File: src/logic/diag_status_regs.svh
`ifndef DIAG_STATUS_REGS_SVH
`define DIAG_STATUS_REGS_SVH

// Register offsets
`define OFS_FW_TALLY     12'h000
`define OFS_FAULTY       12'h004
`define OFS_PERIOD       12'h008
`define OFS_DIAG_FLAG    12'h00C
`define OFS_GLOBAL       12'h010
`define OFS_LAST_FAULT   12'h014
`define OFS_OVERRUN      12'h018
`define OFS_BUS_LOAD     12'h01C
`define OFS_SVC_TARGET   12'h020
`define DIAG_WIN_TAG     3'h2
`define RST_SVC_TARGET   32'h0000_0000

// Field positions
`define GS_CAN_LSB       16
`define SVC_GROUP_LSB    16

// Service target of the diagnostic area
`define SVC_PORT_DIAG    16'h00C8
`define SVC_GROUP_DIAG   16'hF100

// Codes
`define NODE_DEACTIVATED 8'h01
`define FAULT_BAD_TARGET 8'h01
`define FAULT_NODE_OFF   8'h02
`define WARN_LIMIT       8'h60
`define PCT_FULL         8'h64

// Timing
`define CLK_PERIOD_NS    10
`define UNIT_NS          160
`define UNIT_CYC         (`UNIT_NS / `CLK_PERIOD_NS)
`define BLINK_SLOW_HZ    2
`define BLINK_FAST_HZ    20
`define BLINK_SLOW_CYC   (1_000_000_000 / (2 * `BLINK_SLOW_HZ * `CLK_PERIOD_NS))
`define BLINK_FAST_CYC   (1_000_000_000 / (2 * `BLINK_FAST_HZ * `CLK_PERIOD_NS))
`define LOAD_WIN_MS      100
`define LOAD_WIN_CYC     (`LOAD_WIN_MS * 1_000_000 / `CLK_PERIOD_NS)

`endif

File: src/logic/diag_status_pkg.sv
package diag_status_pkg;

    typedef enum logic [1:0] {
        MODE_RUN     = 2'b00,
        MODE_RESET   = 2'b01,
        MODE_OFFLINE = 2'b10,
        MODE_STOP    = 2'b11
    } card_mode_t;

    typedef enum logic [2:0] {
        LED_DARK     = 3'b000,
        LED_HEALTHY  = 3'b001,
        LED_FAULT    = 3'b010,
        LED_BUS_OFF  = 3'b011,
        LED_RESTART  = 3'b100,
        LED_FAST_ERR = 3'b101
    } led_mode_t;

    typedef struct packed {
        logic [6:0] addr;
        logic [7:0] code;
        logic       cfg;
        logic       dx;
    } station_wr_t;

    typedef struct packed {
        logic busoff;
        logic warn;
    } can_cond_t;

endpackage

File: src/logic/blink_divider.sv
`timescale 1ns/100ps
module blink_divider #(
    parameter int unsigned HALF_CYC = 25_000_000
) (
    // Clock and reset
    input  wire logic clk,
    input  wire logic rst_n,
    // Square wave
    output logic      phase
);
    logic [31:0] cnt_r;
    logic        phase_r;

    always_ff @(posedge clk or negedge rst_n) begin
        if (!rst_n) begin
            cnt_r   <= 32'h0000_0000;
            phase_r <= 1'b0;
        end else if (cnt_r == 32'(HALF_CYC - 1)) begin
            cnt_r   <= 32'h0000_0000;
            phase_r <= ~phase_r;
        end else begin
            cnt_r   <= cnt_r + 32'h0000_0001;
        end
    end

    assign phase = phase_r;
endmodule

File: src/logic/station_table.sv
`timescale 1ns/100ps
module station_table (
    // Clock and reset
    input  wire logic                        clk,
    input  wire logic                        rst_n,
    // Firmware updates
    input  wire logic                        wr_valid,
    input  wire diag_status_pkg::station_wr_t wr,
    // Lookup
    input  wire logic [6:0]                  rd_idx,
    output logic [7:0]                       rd_code,
    // Summaries
    output logic [7:0]                       faulty_cnt,
    output logic [7:0]                       missing_cnt,
    output logic                             changed
);
    logic [7:0] code_r [0:127];
    logic       cfg_r  [0:127];
    logic       dx_r   [0:127];
    logic [7:0] faulty_r;
    logic [7:0] missing_r;
    logic       changed_r;
    logic       hit;

    function automatic logic is_bad(input logic cfg, input logic [7:0] code);
        is_bad = cfg && (code != 8'h00);
    endfunction

    function automatic logic is_missing(input logic cfg, input logic dx);
        is_missing = cfg && !dx;
    endfunction

    // Station 0 is the master itself
    assign hit        = wr_valid && (wr.addr != 7'h00);
    assign code_r[0]  = 8'h00;
    assign cfg_r[0]   = 1'b0;
    assign dx_r[0]    = 1'b0;

    for (genvar i = 1; i < 128; i++) begin : g_stn
        always_ff @(posedge clk or negedge rst_n) begin
            if (!rst_n) begin
                code_r[i] <= 8'h00;
                cfg_r[i]  <= 1'b0;
                dx_r[i]   <= 1'b0;
            end else if (hit && (wr.addr == 7'(i))) begin
                code_r[i] <= wr.code;
                cfg_r[i]  <= wr.cfg;
                dx_r[i]   <= wr.dx;
            end
        end
    end

    // Running counts avoid a 127-way adder tree
    always_ff @(posedge clk or negedge rst_n) begin
        if (!rst_n) begin
            faulty_r  <= 8'h00;
            missing_r <= 8'h00;
            changed_r <= 1'b0;
        end else begin
            changed_r <= hit && (wr.code != code_r[wr.addr]);
            if (hit) begin
                faulty_r  <= faulty_r + 8'(is_bad(wr.cfg, wr.code))
                             - 8'(is_bad(cfg_r[wr.addr], code_r[wr.addr]));
                missing_r <= missing_r + 8'(is_missing(wr.cfg, wr.dx))
                             - 8'(is_missing(cfg_r[wr.addr], dx_r[wr.addr]));
            end
        end
    end

    assign rd_code     = code_r[rd_idx];
    assign faulty_cnt  = faulty_r;
    assign missing_cnt = missing_r;
    assign changed     = changed_r;
endmodule

File: src/logic/canopen_master_diag_status.sv
`timescale 1ns/100ps
`include "diag_status_regs.svh"

module canopen_master_diag_status #(
    parameter int unsigned BLINK_SLOW_CYC = `BLINK_SLOW_CYC,
    parameter int unsigned BLINK_FAST_CYC = `BLINK_FAST_CYC,
    parameter int unsigned LOAD_WIN_CYC   = `LOAD_WIN_CYC
) (
    // Clock and reset
    input  wire logic                          CLK_SYS,
    input  wire logic                          RST_N,
    // APB slave
    input  wire logic                          PSEL,
    input  wire logic                          PENABLE,
    input  wire logic                          PWRITE,
    input  wire logic [11:0]                   PADDR,
    input  wire logic [31:0]                   PWDATA,
    output logic                               PREADY,
    output logic [31:0]                        PRDATA,
    output logic                               PSLVERR,
    // Firmware cycle and task
    input  wire logic                          FW_CYCLE_START,
    input  wire logic                          FW_CYCLE_END,
    input  wire logic                          TASK_ACCESS,
    input  wire logic                          TASK_RUNNING,
    // Station status reports
    input  wire logic                          STN_WR_VALID,
    input  wire diag_status_pkg::station_wr_t  STN_WR,
    // Card and CAN controller
    input  wire diag_status_pkg::card_mode_t   CARD_MODE,
    input  wire logic                          RESTART_NEEDED,
    input  wire logic                          CFG_UPLOAD,
    input  wire logic [7:0]                    CAN_TEC,
    input  wire logic [7:0]                    CAN_REC,
    input  wire logic                          CAN_BUSOFF_EV,
    input  wire logic                          CAN_BUS_BUSY,
    // Controls and indicators
    output logic                               CAN_COMM_EN,
    output logic                               LED_ERR,
    output logic                               LED_RUN
);
    localparam int unsigned LOAD_SLOT_CYC = LOAD_WIN_CYC / 100;

    logic [31:0]                  fw_tally_r;
    logic                         cycle_busy_r;
    logic                         overrun_seen_r;
    logic [31:0]                  overrun_r;
    logic [3:0]                   pre_r;
    logic                         unit_tick;
    logic [31:0]                  per_cnt_r;
    logic [31:0]                  period_r;
    logic [7:0]                   faulty_cnt;
    logic [7:0]                   missing_cnt;
    logic [7:0]                   stn_code;
    logic                         stn_changed;
    diag_status_pkg::card_mode_t  mode_r;
    diag_status_pkg::can_cond_t   can_r;
    logic                         comm_en_r;
    logic                         diag_flag_r;
    logic                         diag_evt;
    logic [31:0]                  svc_target_r;
    logic [7:0]                   last_fault_r;
    logic                         pready_r;
    logic [31:0]                  prdata_r;
    logic                         pslverr_r;
    logic                         access;
    logic                         rd_fail;
    logic [7:0]                   fail_code;
    logic [31:0]                  win_cnt_r;
    logic [31:0]                  slot_cnt_r;
    logic [7:0]                   pct_run_r;
    logic [7:0]                   load_pct_r;
    logic                         slow_ph;
    logic                         fast_ph;
    diag_status_pkg::led_mode_t   led_mode;
    logic                         led_err_nxt;
    logic                         led_run_nxt;
    logic                         led_err_r;
    logic                         led_run_r;

    function automatic logic in_diag_window(input logic [11:0] addr);
        in_diag_window = (addr[11:9] == `DIAG_WIN_TAG) && (addr[1:0] == 2'b00);
    endfunction

    station_table u_stations (
        .clk         (CLK_SYS),
        .rst_n       (RST_N),
        .wr_valid    (STN_WR_VALID),
        .wr          (STN_WR),
        .rd_idx      (PADDR[8:2]),
        .rd_code     (stn_code),
        .faulty_cnt  (faulty_cnt),
        .missing_cnt (missing_cnt),
        .changed     (stn_changed)
    );

    blink_divider #(.HALF_CYC(BLINK_SLOW_CYC)) u_blink_slow (
        .clk   (CLK_SYS),
        .rst_n (RST_N),
        .phase (slow_ph)
    );

    blink_divider #(.HALF_CYC(BLINK_FAST_CYC)) u_blink_fast (
        .clk   (CLK_SYS),
        .rst_n (RST_N),
        .phase (fast_ph)
    );

    // Firmware cycle bookkeeping
    always_ff @(posedge CLK_SYS or negedge RST_N) begin
        if (!RST_N) begin
            fw_tally_r     <= 32'h0000_0000;
            cycle_busy_r   <= 1'b0;
            overrun_seen_r <= 1'b0;
            overrun_r      <= 32'h0000_0000;
        end else begin
            if (FW_CYCLE_END) begin
                fw_tally_r <= fw_tally_r + 32'h0000_0001;
            end
            if (FW_CYCLE_START) begin
                cycle_busy_r   <= 1'b1;
                overrun_seen_r <= 1'b0;
            end else if (FW_CYCLE_END) begin
                cycle_busy_r   <= 1'b0;
            end
            // One count per late cycle, however often the task knocks
            if (TASK_ACCESS && cycle_busy_r && !FW_CYCLE_END && !overrun_seen_r) begin
                overrun_r      <= overrun_r + 32'h0000_0001;
                overrun_seen_r <= 1'b1;
            end
        end
    end

    // Cycle period in 160 ns units
    assign unit_tick = (pre_r == 4'(`UNIT_CYC - 1));

    always_ff @(posedge CLK_SYS or negedge RST_N) begin
        if (!RST_N) begin
            pre_r     <= 4'h0;
            per_cnt_r <= 32'h0000_0000;
            period_r  <= 32'h0000_0000;
        end else begin
            pre_r <= unit_tick ? 4'h0 : pre_r + 4'h1;
            if (FW_CYCLE_END) begin
                per_cnt_r <= 32'h0000_0000;
                if (faulty_cnt == 8'h00 && missing_cnt == 8'h00) begin
                    period_r <= per_cnt_r;
                end
            end else if (unit_tick) begin
                per_cnt_r <= per_cnt_r + 32'h0000_0001;
            end
        end
    end

    // Card state and CAN controller condition
    always_ff @(posedge CLK_SYS or negedge RST_N) begin
        if (!RST_N) begin
            mode_r    <= diag_status_pkg::MODE_RESET;
            can_r     <= '0;
            comm_en_r <= 1'b0;
        end else begin
            mode_r     <= CARD_MODE;
            can_r.warn <= (CAN_TEC > `WARN_LIMIT) || (CAN_REC > `WARN_LIMIT);
            // Only a card reset brings the controller back
            if (CAN_BUSOFF_EV) begin
                can_r.busoff <= 1'b1;
            end
            comm_en_r <= !(can_r.busoff || CAN_BUSOFF_EV);
        end
    end

    // Diagnostics-changed flag, set beats a same-cycle clear
    assign diag_evt = stn_changed || (mode_r != CARD_MODE) || (can_r.busoff != (can_r.busoff | CAN_BUSOFF_EV))
                      || (can_r.warn != ((CAN_TEC > `WARN_LIMIT) || (CAN_REC > `WARN_LIMIT)));

    always_ff @(posedge CLK_SYS or negedge RST_N) begin
        if (!RST_N) begin
            diag_flag_r <= 1'b0;
        end else if (diag_evt) begin
            diag_flag_r <= 1'b1;
        end else if (access && PWRITE && PADDR == `OFS_DIAG_FLAG && PWDATA[0]) begin
            diag_flag_r <= 1'b0;
        end
    end

    // Bus load: whole percent slots filled within the window
    always_ff @(posedge CLK_SYS or negedge RST_N) begin
        if (!RST_N) begin
            win_cnt_r  <= 32'h0000_0000;
            slot_cnt_r <= 32'h0000_0000;
            pct_run_r  <= 8'h00;
            load_pct_r <= 8'h00;
        end else if (win_cnt_r == 32'(LOAD_WIN_CYC - 1)) begin
            win_cnt_r  <= 32'h0000_0000;
            slot_cnt_r <= 32'h0000_0000;
            pct_run_r  <= 8'h00;
            // Last clock of the window still fills a slot, so a busy window reads 100
            load_pct_r <= (pct_run_r > `PCT_FULL) ? `PCT_FULL
                          : pct_run_r + 8'(CAN_BUS_BUSY && slot_cnt_r == 32'(LOAD_SLOT_CYC - 1));
        end else begin
            win_cnt_r <= win_cnt_r + 32'h0000_0001;
            if (CAN_BUS_BUSY) begin
                if (slot_cnt_r == 32'(LOAD_SLOT_CYC - 1)) begin
                    slot_cnt_r <= 32'h0000_0000;
                    pct_run_r  <= pct_run_r + 8'h01;
                end else begin
                    slot_cnt_r <= slot_cnt_r + 32'h0000_0001;
                end
            end
        end
    end

    // APB: one wait state, answer from flops
    assign access = PSEL && PENABLE && !pready_r;
    assign rd_fail = access && !PWRITE && in_diag_window(PADDR)
                     && ((svc_target_r[15:0] != `SVC_PORT_DIAG)
                         || (svc_target_r[31:`SVC_GROUP_LSB] != `SVC_GROUP_DIAG)
                         || (PADDR[8:2] != 7'h00 && stn_code == `NODE_DEACTIVATED));
    assign fail_code = (svc_target_r[15:0] != `SVC_PORT_DIAG)
                       || (svc_target_r[31:`SVC_GROUP_LSB] != `SVC_GROUP_DIAG)
                       ? `FAULT_BAD_TARGET : `FAULT_NODE_OFF;

    always_ff @(posedge CLK_SYS or negedge RST_N) begin
        if (!RST_N) begin
            pready_r  <= 1'b0;
            prdata_r  <= 32'h0000_0000;
            pslverr_r <= 1'b0;
        end else begin
            pready_r  <= access;
            prdata_r  <= 32'h0000_0000;
            pslverr_r <= 1'b0;
            if (access && PWRITE) begin
                pslverr_r <= !(PADDR == `OFS_SVC_TARGET || PADDR == `OFS_DIAG_FLAG);
            end else if (access && in_diag_window(PADDR)) begin
                pslverr_r <= rd_fail;
                if (!rd_fail) begin
                    prdata_r <= (PADDR[8:2] == 7'h00) ? {30'h0000_0000, mode_r} : {24'h00_0000, stn_code};
                end
            end else if (access) begin
                case (PADDR)
                    `OFS_FW_TALLY:   prdata_r <= fw_tally_r;
                    `OFS_FAULTY:     prdata_r <= {24'h00_0000, faulty_cnt};
                    `OFS_PERIOD:     prdata_r <= period_r;
                    `OFS_DIAG_FLAG:  prdata_r <= {31'h0000_0000, diag_flag_r};
                    `OFS_GLOBAL:     prdata_r <= {8'h00, 6'h00, can_r, 14'h0000, mode_r};
                    `OFS_LAST_FAULT: prdata_r <= {24'h00_0000, last_fault_r};
                    `OFS_OVERRUN:    prdata_r <= overrun_r;
                    `OFS_BUS_LOAD:   prdata_r <= {24'h00_0000, load_pct_r};
                    `OFS_SVC_TARGET: prdata_r <= svc_target_r;
                    default:         pslverr_r <= 1'b1;
                endcase
            end
        end
    end

    // Service target that software must select before diagnostic reads
    always_ff @(posedge CLK_SYS or negedge RST_N) begin
        if (!RST_N) begin
            svc_target_r <= `RST_SVC_TARGET;
            last_fault_r <= 8'h00;
        end else begin
            if (access && PWRITE && PADDR == `OFS_SVC_TARGET) begin
                svc_target_r <= PWDATA;
            end
            if (rd_fail) begin
                last_fault_r <= fail_code;
            end
        end
    end

    // LED pattern selection, most severe first
    always_comb begin
        if (RESTART_NEEDED) begin
            led_mode = diag_status_pkg::LED_RESTART;
        end else if (CFG_UPLOAD || mode_r == diag_status_pkg::MODE_STOP) begin
            led_mode = diag_status_pkg::LED_FAST_ERR;
        end else if (mode_r != diag_status_pkg::MODE_RUN) begin
            led_mode = diag_status_pkg::LED_DARK;
        end else if (can_r.busoff) begin
            led_mode = diag_status_pkg::LED_BUS_OFF;
        end else if (faulty_cnt != 8'h00 || missing_cnt != 8'h00) begin
            led_mode = diag_status_pkg::LED_FAULT;
        end else begin
            led_mode = diag_status_pkg::LED_HEALTHY;
        end
    end

    always_comb begin
        case (led_mode)
            diag_status_pkg::LED_HEALTHY: begin
                led_err_nxt = 1'b0;
                led_run_nxt = TASK_RUNNING ? 1'b1 : slow_ph;
            end
            diag_status_pkg::LED_FAULT: begin
                led_err_nxt = slow_ph;
                led_run_nxt = TASK_RUNNING;
            end
            diag_status_pkg::LED_BUS_OFF: begin
                led_err_nxt = 1'b1;
                led_run_nxt = 1'b0;
            end
            diag_status_pkg::LED_RESTART: begin
                led_err_nxt = fast_ph;
                led_run_nxt = fast_ph;
            end
            diag_status_pkg::LED_FAST_ERR: begin
                led_err_nxt = fast_ph;
                led_run_nxt = 1'b0;
            end
            default: begin
                led_err_nxt = 1'b0;
                led_run_nxt = 1'b0;
            end
        endcase
    end

    always_ff @(posedge CLK_SYS or negedge RST_N) begin
        if (!RST_N) begin
            led_err_r <= 1'b0;
            led_run_r <= 1'b0;
        end else begin
            led_err_r <= led_err_nxt;
            led_run_r <= led_run_nxt;
        end
    end

    assign PREADY      = pready_r;
    assign PRDATA      = prdata_r;
    assign PSLVERR     = pslverr_r;
    assign CAN_COMM_EN = comm_en_r;
    assign LED_ERR     = led_err_r;
    assign LED_RUN     = led_run_r;
endmodule

File: config.mk
export PLATFORM = sky130hd
export DESIGN_NAME = canopen_master_diag_status
export DESIGN_NICKNAME = d
export VERILOG_FILES = /design/src/logic/diag_status_pkg.sv /design/src/logic/blink_divider.sv /design/src/logic/station_table.sv /design/src/logic/canopen_master_diag_status.sv
export VERILOG_INCLUDE_DIRS = /design/src /design/src/logic
export SDC_FILE = /design/constraint.sdc
export NUM_CORES = 2
export LEC_CHECK = 0
export BUFFER_PORTS_ARGS = -buffer_cell sky130_fd_sc_hd__buf_4
export CAP_MARGIN = 20
export CELL_PAD_IN_SITES_DETAIL_PLACEMENT = 2
export CELL_PAD_IN_SITES_GLOBAL_PLACEMENT = 2
export CORE_MARGIN = 5
export CORE_UTILIZATION = 40
export DETAILED_ROUTE_END_ITERATION = 6
export MAX_ROUTING_LAYER = met4
export PLACE_DENSITY = 0.72
export SETUP_SLACK_MARGIN = 0.4
export SLEW_MARGIN = 20
export SYNTH_ARGS = -nofsm -noshare
export SYNTH_HDL_FRONTEND = slang
export SYNTH_SLANG_ARGS = --single-unit
File: constraint.sdc
create_clock -name CLK_SYS -period 9.67 [get_ports CLK_SYS]
set_clock_uncertainty 0.05 [all_clocks]
set_input_delay 0.967 -clock CLK_SYS [delete_from_list [all_inputs] [get_ports CLK_SYS]]
set_output_delay 0.967 -clock CLK_SYS [all_outputs]
set_load 0.02 [all_outputs]
== Word level (Yosys, flattened, before mapping) ==
Cells that the tools add are included.
Word-level totals
  word-level logic and storage cells: 829
  latch bits: 0
  memories: 0
  memory bits (writable): 0
  output and inout port bits: 37
  memory bits (read-only): 0
  register bits: 1649
Operators by class
  divide/modulo/power cells: 0
  $add $sub $neg: 14
  $mul: 0
  shift-type cells: 0
  muxes and demuxes: 50
  order comparisons: 5
  bitwise logic cells: 5
  equal/unequal tests: 154
  reduce and logical (&&, ||, !) cells: 190
Operators by type and width (count)
  equality test 7 bit, second input constant: 64
  two-way mux 32 bit: 11
  one-hot mux 32 bit (9 select lines): 1
  adder 32 x 1 -> 32 bit, second input constant: 7
  equality test 7 x 6 -> 1 bit, second input constant: 32
  logical AND 1 bit: 150
  binary-select mux 8 bit (select 7 bit): 2
  equality test 7 x 5 -> 1 bit, second input constant: 16
  two-way mux 8 bit: 10
  equality test 7 x 4 -> 1 bit, second input constant: 8
  equality test 12 x 5 -> 1 bit, second input constant: 4
  equality test 32 x 17 -> 1 bit, second input constant: 1
  equality test 32 x 22 -> 1 bit, second input constant: 1
  equality test 32 x 24 -> 1 bit, second input constant: 1
  equality test 32 x 25 -> 1 bit, second input constant: 1
  nonzero test 8 bit: 4
  equality test 7 x 3 -> 1 bit, second input constant: 4
  adder 8 x 1 -> 8 bit: 3
  equality test 12 x 4 -> 1 bit, second input constant: 2
  > comparator 8 x 7 -> 1 bit, second input constant: 3
  >= comparator 8 bit, second input constant: 2
  zero test 8 bit: 2
  inequality test 16 bit, second input constant: 1
  inequality test 16 x 8 -> 1 bit, second input constant: 1
  other kinds (35): 87

== Logic depth before layout (Yosys ltp) ==
  word-level depth: 11
  mapped depth: 28
  depth with buffers taken out: 22

== Cells and area by module ==
A second synthesis with hierarchy kept.
Second synthesis, totals
  cell total of the unflattened synthesis: 5893
  area total of the unflattened synthesis: 84765.0 µm²
Modules (own cells, without submodules)
  station_table: cells each 4279, area each 67352.1 µm², times used 1
  canopen_master_diag_status: cells each 1304, area each 14111.0 µm², times used 1
  blink_divider at u_blink_slow: cells each 163, area each 1696.6 µm², times used 1
  blink_divider at u_blink_fast: cells each 147, area each 1605.3 µm², times used 1

== Worst setup path before layout ==
Ideal clock, no wire load.
  kind: in2reg
  from: input STN_WR[10] in the netlist's numbering
  to: register u_stations.missing_r[6] (netlist: u_stations.missing_cnt[6])
  data arrival time: 5.016 ns
  library setup time: 0.135 ns
  path slack: 4.470 ns
  buffers on the path: 5
  cell stages on the path: 21
  cell sequence: buf_6 -> buf_6 -> buf_6 -> buf_2 -> buf_2 -> mux4_2 -> mux4_2 -> a22oi_1 -> o21ai_0 -> o21a_1 -> ha_1 -> inv_1 -> ha_1 -> fa_1 -> a21oi_1 -> o21bai_1 -> a21oi_1 -> nor2_1 -> nor2_1 -> xor2_1 -> o21ai_0
Between the ends
  cells in the longest elaborated chain, start to end: 7
RTL lines
  start, declared: line canopen_master_diag_status.sv:28  | input wire diag_status_pkg::station_wr_t STN_WR,
  NOT 7 -> 8 bit (not written as such): line station_table.sv:65  | - 8'(is_missing(cfg_r[wr.addr], dx_r[wr.addr]));
  binary-select mux 1 bit (select 7 bit): line station_table.sv:65
  two-way mux 1 bit (not written as such) (2 in a row): line station_table.sv:65
  zero test 1 bit: line station_table.sv:30  | is_missing = cfg && !dx;
  logical AND 1 bit: line station_table.sv:30
  subtractor 8 x 1 -> 8 bit: line station_table.sv:65
  end signal, assigned: line station_table.sv:64  | missing_r <= missing_r + 8'(is_missing(wr.cfg, wr.dx))
  end, declared: line station_table.sv:21  | logic [7:0] missing_r;
Parallel ways exist; a longest one is shown, timed or not. The select of a mux whose other input is x is not followed.
A chain may end at the register's enable or synchronous reset.

== Final worst setup path ==
  from: input STN_WR[11] in the netlist's numbering
  to: register u_stations.faulty_r[6] (netlist: u_stations.faulty_cnt[6])
Between the ends
  cells in the longest elaborated chain, start to end: 7
RTL lines
  NOT 7 -> 8 bit (not written as such): line station_table.sv:63  | - 8'(is_bad(cfg_r[wr.addr], code_r[wr.addr]));
  binary-select mux 8 bit (select 7 bit): line station_table.sv:63
  two-way mux 8 bit (not written as such) (2 in a row): line station_table.sv:63
  nonzero test 8 bit: line station_table.sv:26  | is_bad = cfg && (code != 8'h00);
  logical AND 1 bit: line station_table.sv:26
  subtractor 8 x 1 -> 8 bit: line station_table.sv:63
  end signal, assigned: line station_table.sv:62  | faulty_r <= faulty_r + 8'(is_bad(wr.cfg, wr.code))
  end, declared: line station_table.sv:20  | logic [7:0] faulty_r;
Parallel ways exist; a longest one is shown, timed or not. The select of a mux whose other input is x is not followed.

==> qor.csv <==
metric,value,unit
crit path time final,6520,ps
# hold bufs at CTS,0,
Mapped Area,0.08477,mm^2
initial core utilization,0.4009,
Crit-path slowest cell,mux4_2,
"commonest non-fill, non-tap cell in the layout",dfrtp_1,
synth warn,0,
Max IR drop VDD,0.1928,mV
wire length per cell,35.14,um
GPL Wtd Cong,0.9461,
synth top area cells,"dfrtp_1 (48%), mux2_2 (18%), mux4_2 (13%)",
"CP delay by family, top",compound AO/OA/AOI/OAI gates,
fin crit share,0.6742,
total power per unit cell area,189.2,mW/mm^2
share of Yosys cell area claimed by the top area cell type,0.4847,
"Area growth, synth to finish",12.12,%
H-Tree Depth,4,
worst endpoint required time,10380,ps
worst hold slack,31.78,ps
"Avg Cell Area, Syn",13.44,um^2
drt first pass iters,7,
DP Wirelength,215.3,mm
Post-synth EDFFs,0,
CP Capture Type,register,
# setup viols final,0,
Layout Nets,6436,
largest net degree at the start of global routing,171,
Max Slew Vio Count,0,
RSZ-0062 raised after global routing,no,
critical path's largest stage delay,700,ps
unique cell type count in the Yosys netlist,93,
postcts setup bufs,0,
post-CTS sizing,0,
most flop-heavy register,u_stations.code_r,
"Clk pin slew, worst setup/hold paths",60,ps
CTS tree,yes,
ratio of cells with drive above 1 in the final layout,0.3937,
Post-synth ARST share,1.000,
Clock Path Buffers,3,
drt drc,0,
Synth Area in Simple Gates,0.06855,
CTS buffer count,190,
post-detailed-route count of antenna-violating nets,0,
vias,59210,
CP max FO,52,
Post-Synth Adder-Cell Area,0.005491,
status,completed,
setup TNS,0,ps
first-pass GRT wire length,477.2,mm
final wirelength,327.0,mm
mux share of post-synthesis cell area,0.3372,
Synth Area in Compound Gates,0.04955,
max_cap viols,0,
Die ar.,0.2212,mm^2
GRT Overall Usage,0.2989,
max reg flops,1016,
Vert. Die Dim,470.3,um
predominant post-synthesis flop cell,dfrtp_1,
worst path cell trace,"buf_8, buf_4, mux4_2, nor3_1, nor3_1, a211o_1, a31oi_1, nor2_1, o41a_1, ha_1, inv_1, ha_1, inv_1, fa_1, inv_1, a21oi_1, o21bai_1, a21oi_1, nor2_1, nor2_1, xor2_1, o21ai_0",
initial antenna violation count,20,
Fmax,153.4,MHz
largest registers,"u_stations.code_r x1016, u_stations.cfg_r x127, u_stations.dx_r x127",
Worst-Margin Slew,1260,ps
Hold Crit Class,input pin to asynchronous set/reset pin,
startpoint types,input pin,
Yosys top cell by area,dfrtp_1,
Yosys reg bits,1643,
# IOs,130,
total grt overflow,0,
Final Hold Fails,0,
CTS root buf,clkbuf_16,
initial DRC count,5617,
die width,470.3,um
CP Class,input pin to register,
Mapped Nets,6434,
Post-Synthesis Cells,6305,
IO buf count,129,
most frequent cells in the layout,"dfrtp_1 (1642), mux2_2 (1335), mux4_2 (489)",
post-route setup slack,3150,ps
Vias/cell,6.361,
sequential cell area fraction in the yosys report,0.4850,
clk sinks,1643,
XOR/XNOR Fraction of Synth Area,0.02283,
Lkg Pwr,42.82,nW
WP buf/inv,5,
Skew-Pair Late Insertion Delay,870,ps
pre-CTS WS,2401,ps
# rows,169,
via count of the first global-routing pass,64660,
total core area,0.2115,mm^2
largest family of logic cells by synthesized area,multiplexers,
Worst Path Arrival,7230,ps
Max-slew headroom,0.1593,
## metal layers
layer	part of all wire	global-route usage	vias up	wire length, um
met3	0.068	0.05601	743	22190
met2	0.47	0.4618	2337	153400
met5	0	-	-	0
met4	0.058	0.1459	0	18910
li1	-	-	23660	-
met1	0.41	0.3805	32460	132500
## final cells by class
class	instances	area, um^2
Fill cell	20240	116400
Inverter	56	212.7
Clock inverter	77	1001
Clock buffer	275	5620
Timing Repair Buffer	277	2350
Antenna cell	19	47.55
Sequential cell	1643	41120
Tap cell	2821	3530
Multi-Input combinational cell	4139	41160
## path summary, 6_finish.rpt
| kind | startpoint | to | slack (ps) | depth (start not counted) |
|---|---|---|---|---|
| min in group CLK_SYS | CARD_MODE[0] | mode_r[0] | 200 | 1 |
| hold / removal | RST_N | svc_target_r[30] | 30 | 1 |
| max in group asynchronous | RST_N | u_stations.dx_r[33] | 7090 | 3 |
| hold reg to reg | win_cnt_r[4] | win_cnt_r[4] | 420 | 1 |
| setup / recovery | STN_WR[11] | u_stations.faulty_cnt[6] | 3150 | 22 |
| setup reg to reg | u_stations.code_r[418] | u_stations.faulty_cnt[6] | 4160 | 20 |
## per-stage QoR
stage          std cells  instance area, um^2  power (W)    util
2_1_floorplan       6305                84770   0.009336       -
3_3_place_gp        8935                88320    0.01022  0.4177
3_5_place_dp        8936                88350    0.01035  0.4178
4_1_cts             9288                94970    0.01810  0.4491
5_1_grt             9304                95030    0.01862  0.4494
6_report            9307                95040    0.01799  0.4495
## report_power, final
part | switching [W] | internal [W]
Sequential | 0.000441 | 0.00739
Combinational | 0.00139 | 0.00108
Clock | 0.00314 | 0.00455
Total | 0.00497 | 0.0130
## cells by family after synthesis
logic type      count (synthesis)
simple gates                 1177
compound gates                632
xor+xnor                      221
fa+ha+maj                      36
flops                        1643
mux                          2073
buf+inv                       523
## cells in the mapped netlist, types with 106 or more instances
library cell / number
nand3_1: 136
mux4_2: 489
nor2_1: 279
nand2_1: 340
clkbuf_1: 251
mux2_2: 1335
a21oi_1: 106
a22oi_1: 149
o21ai_0: 142
mux2i_1: 246
dfrtp_1: 1642
xnor2_1: 119
Power figures use the tool's default switching activity.
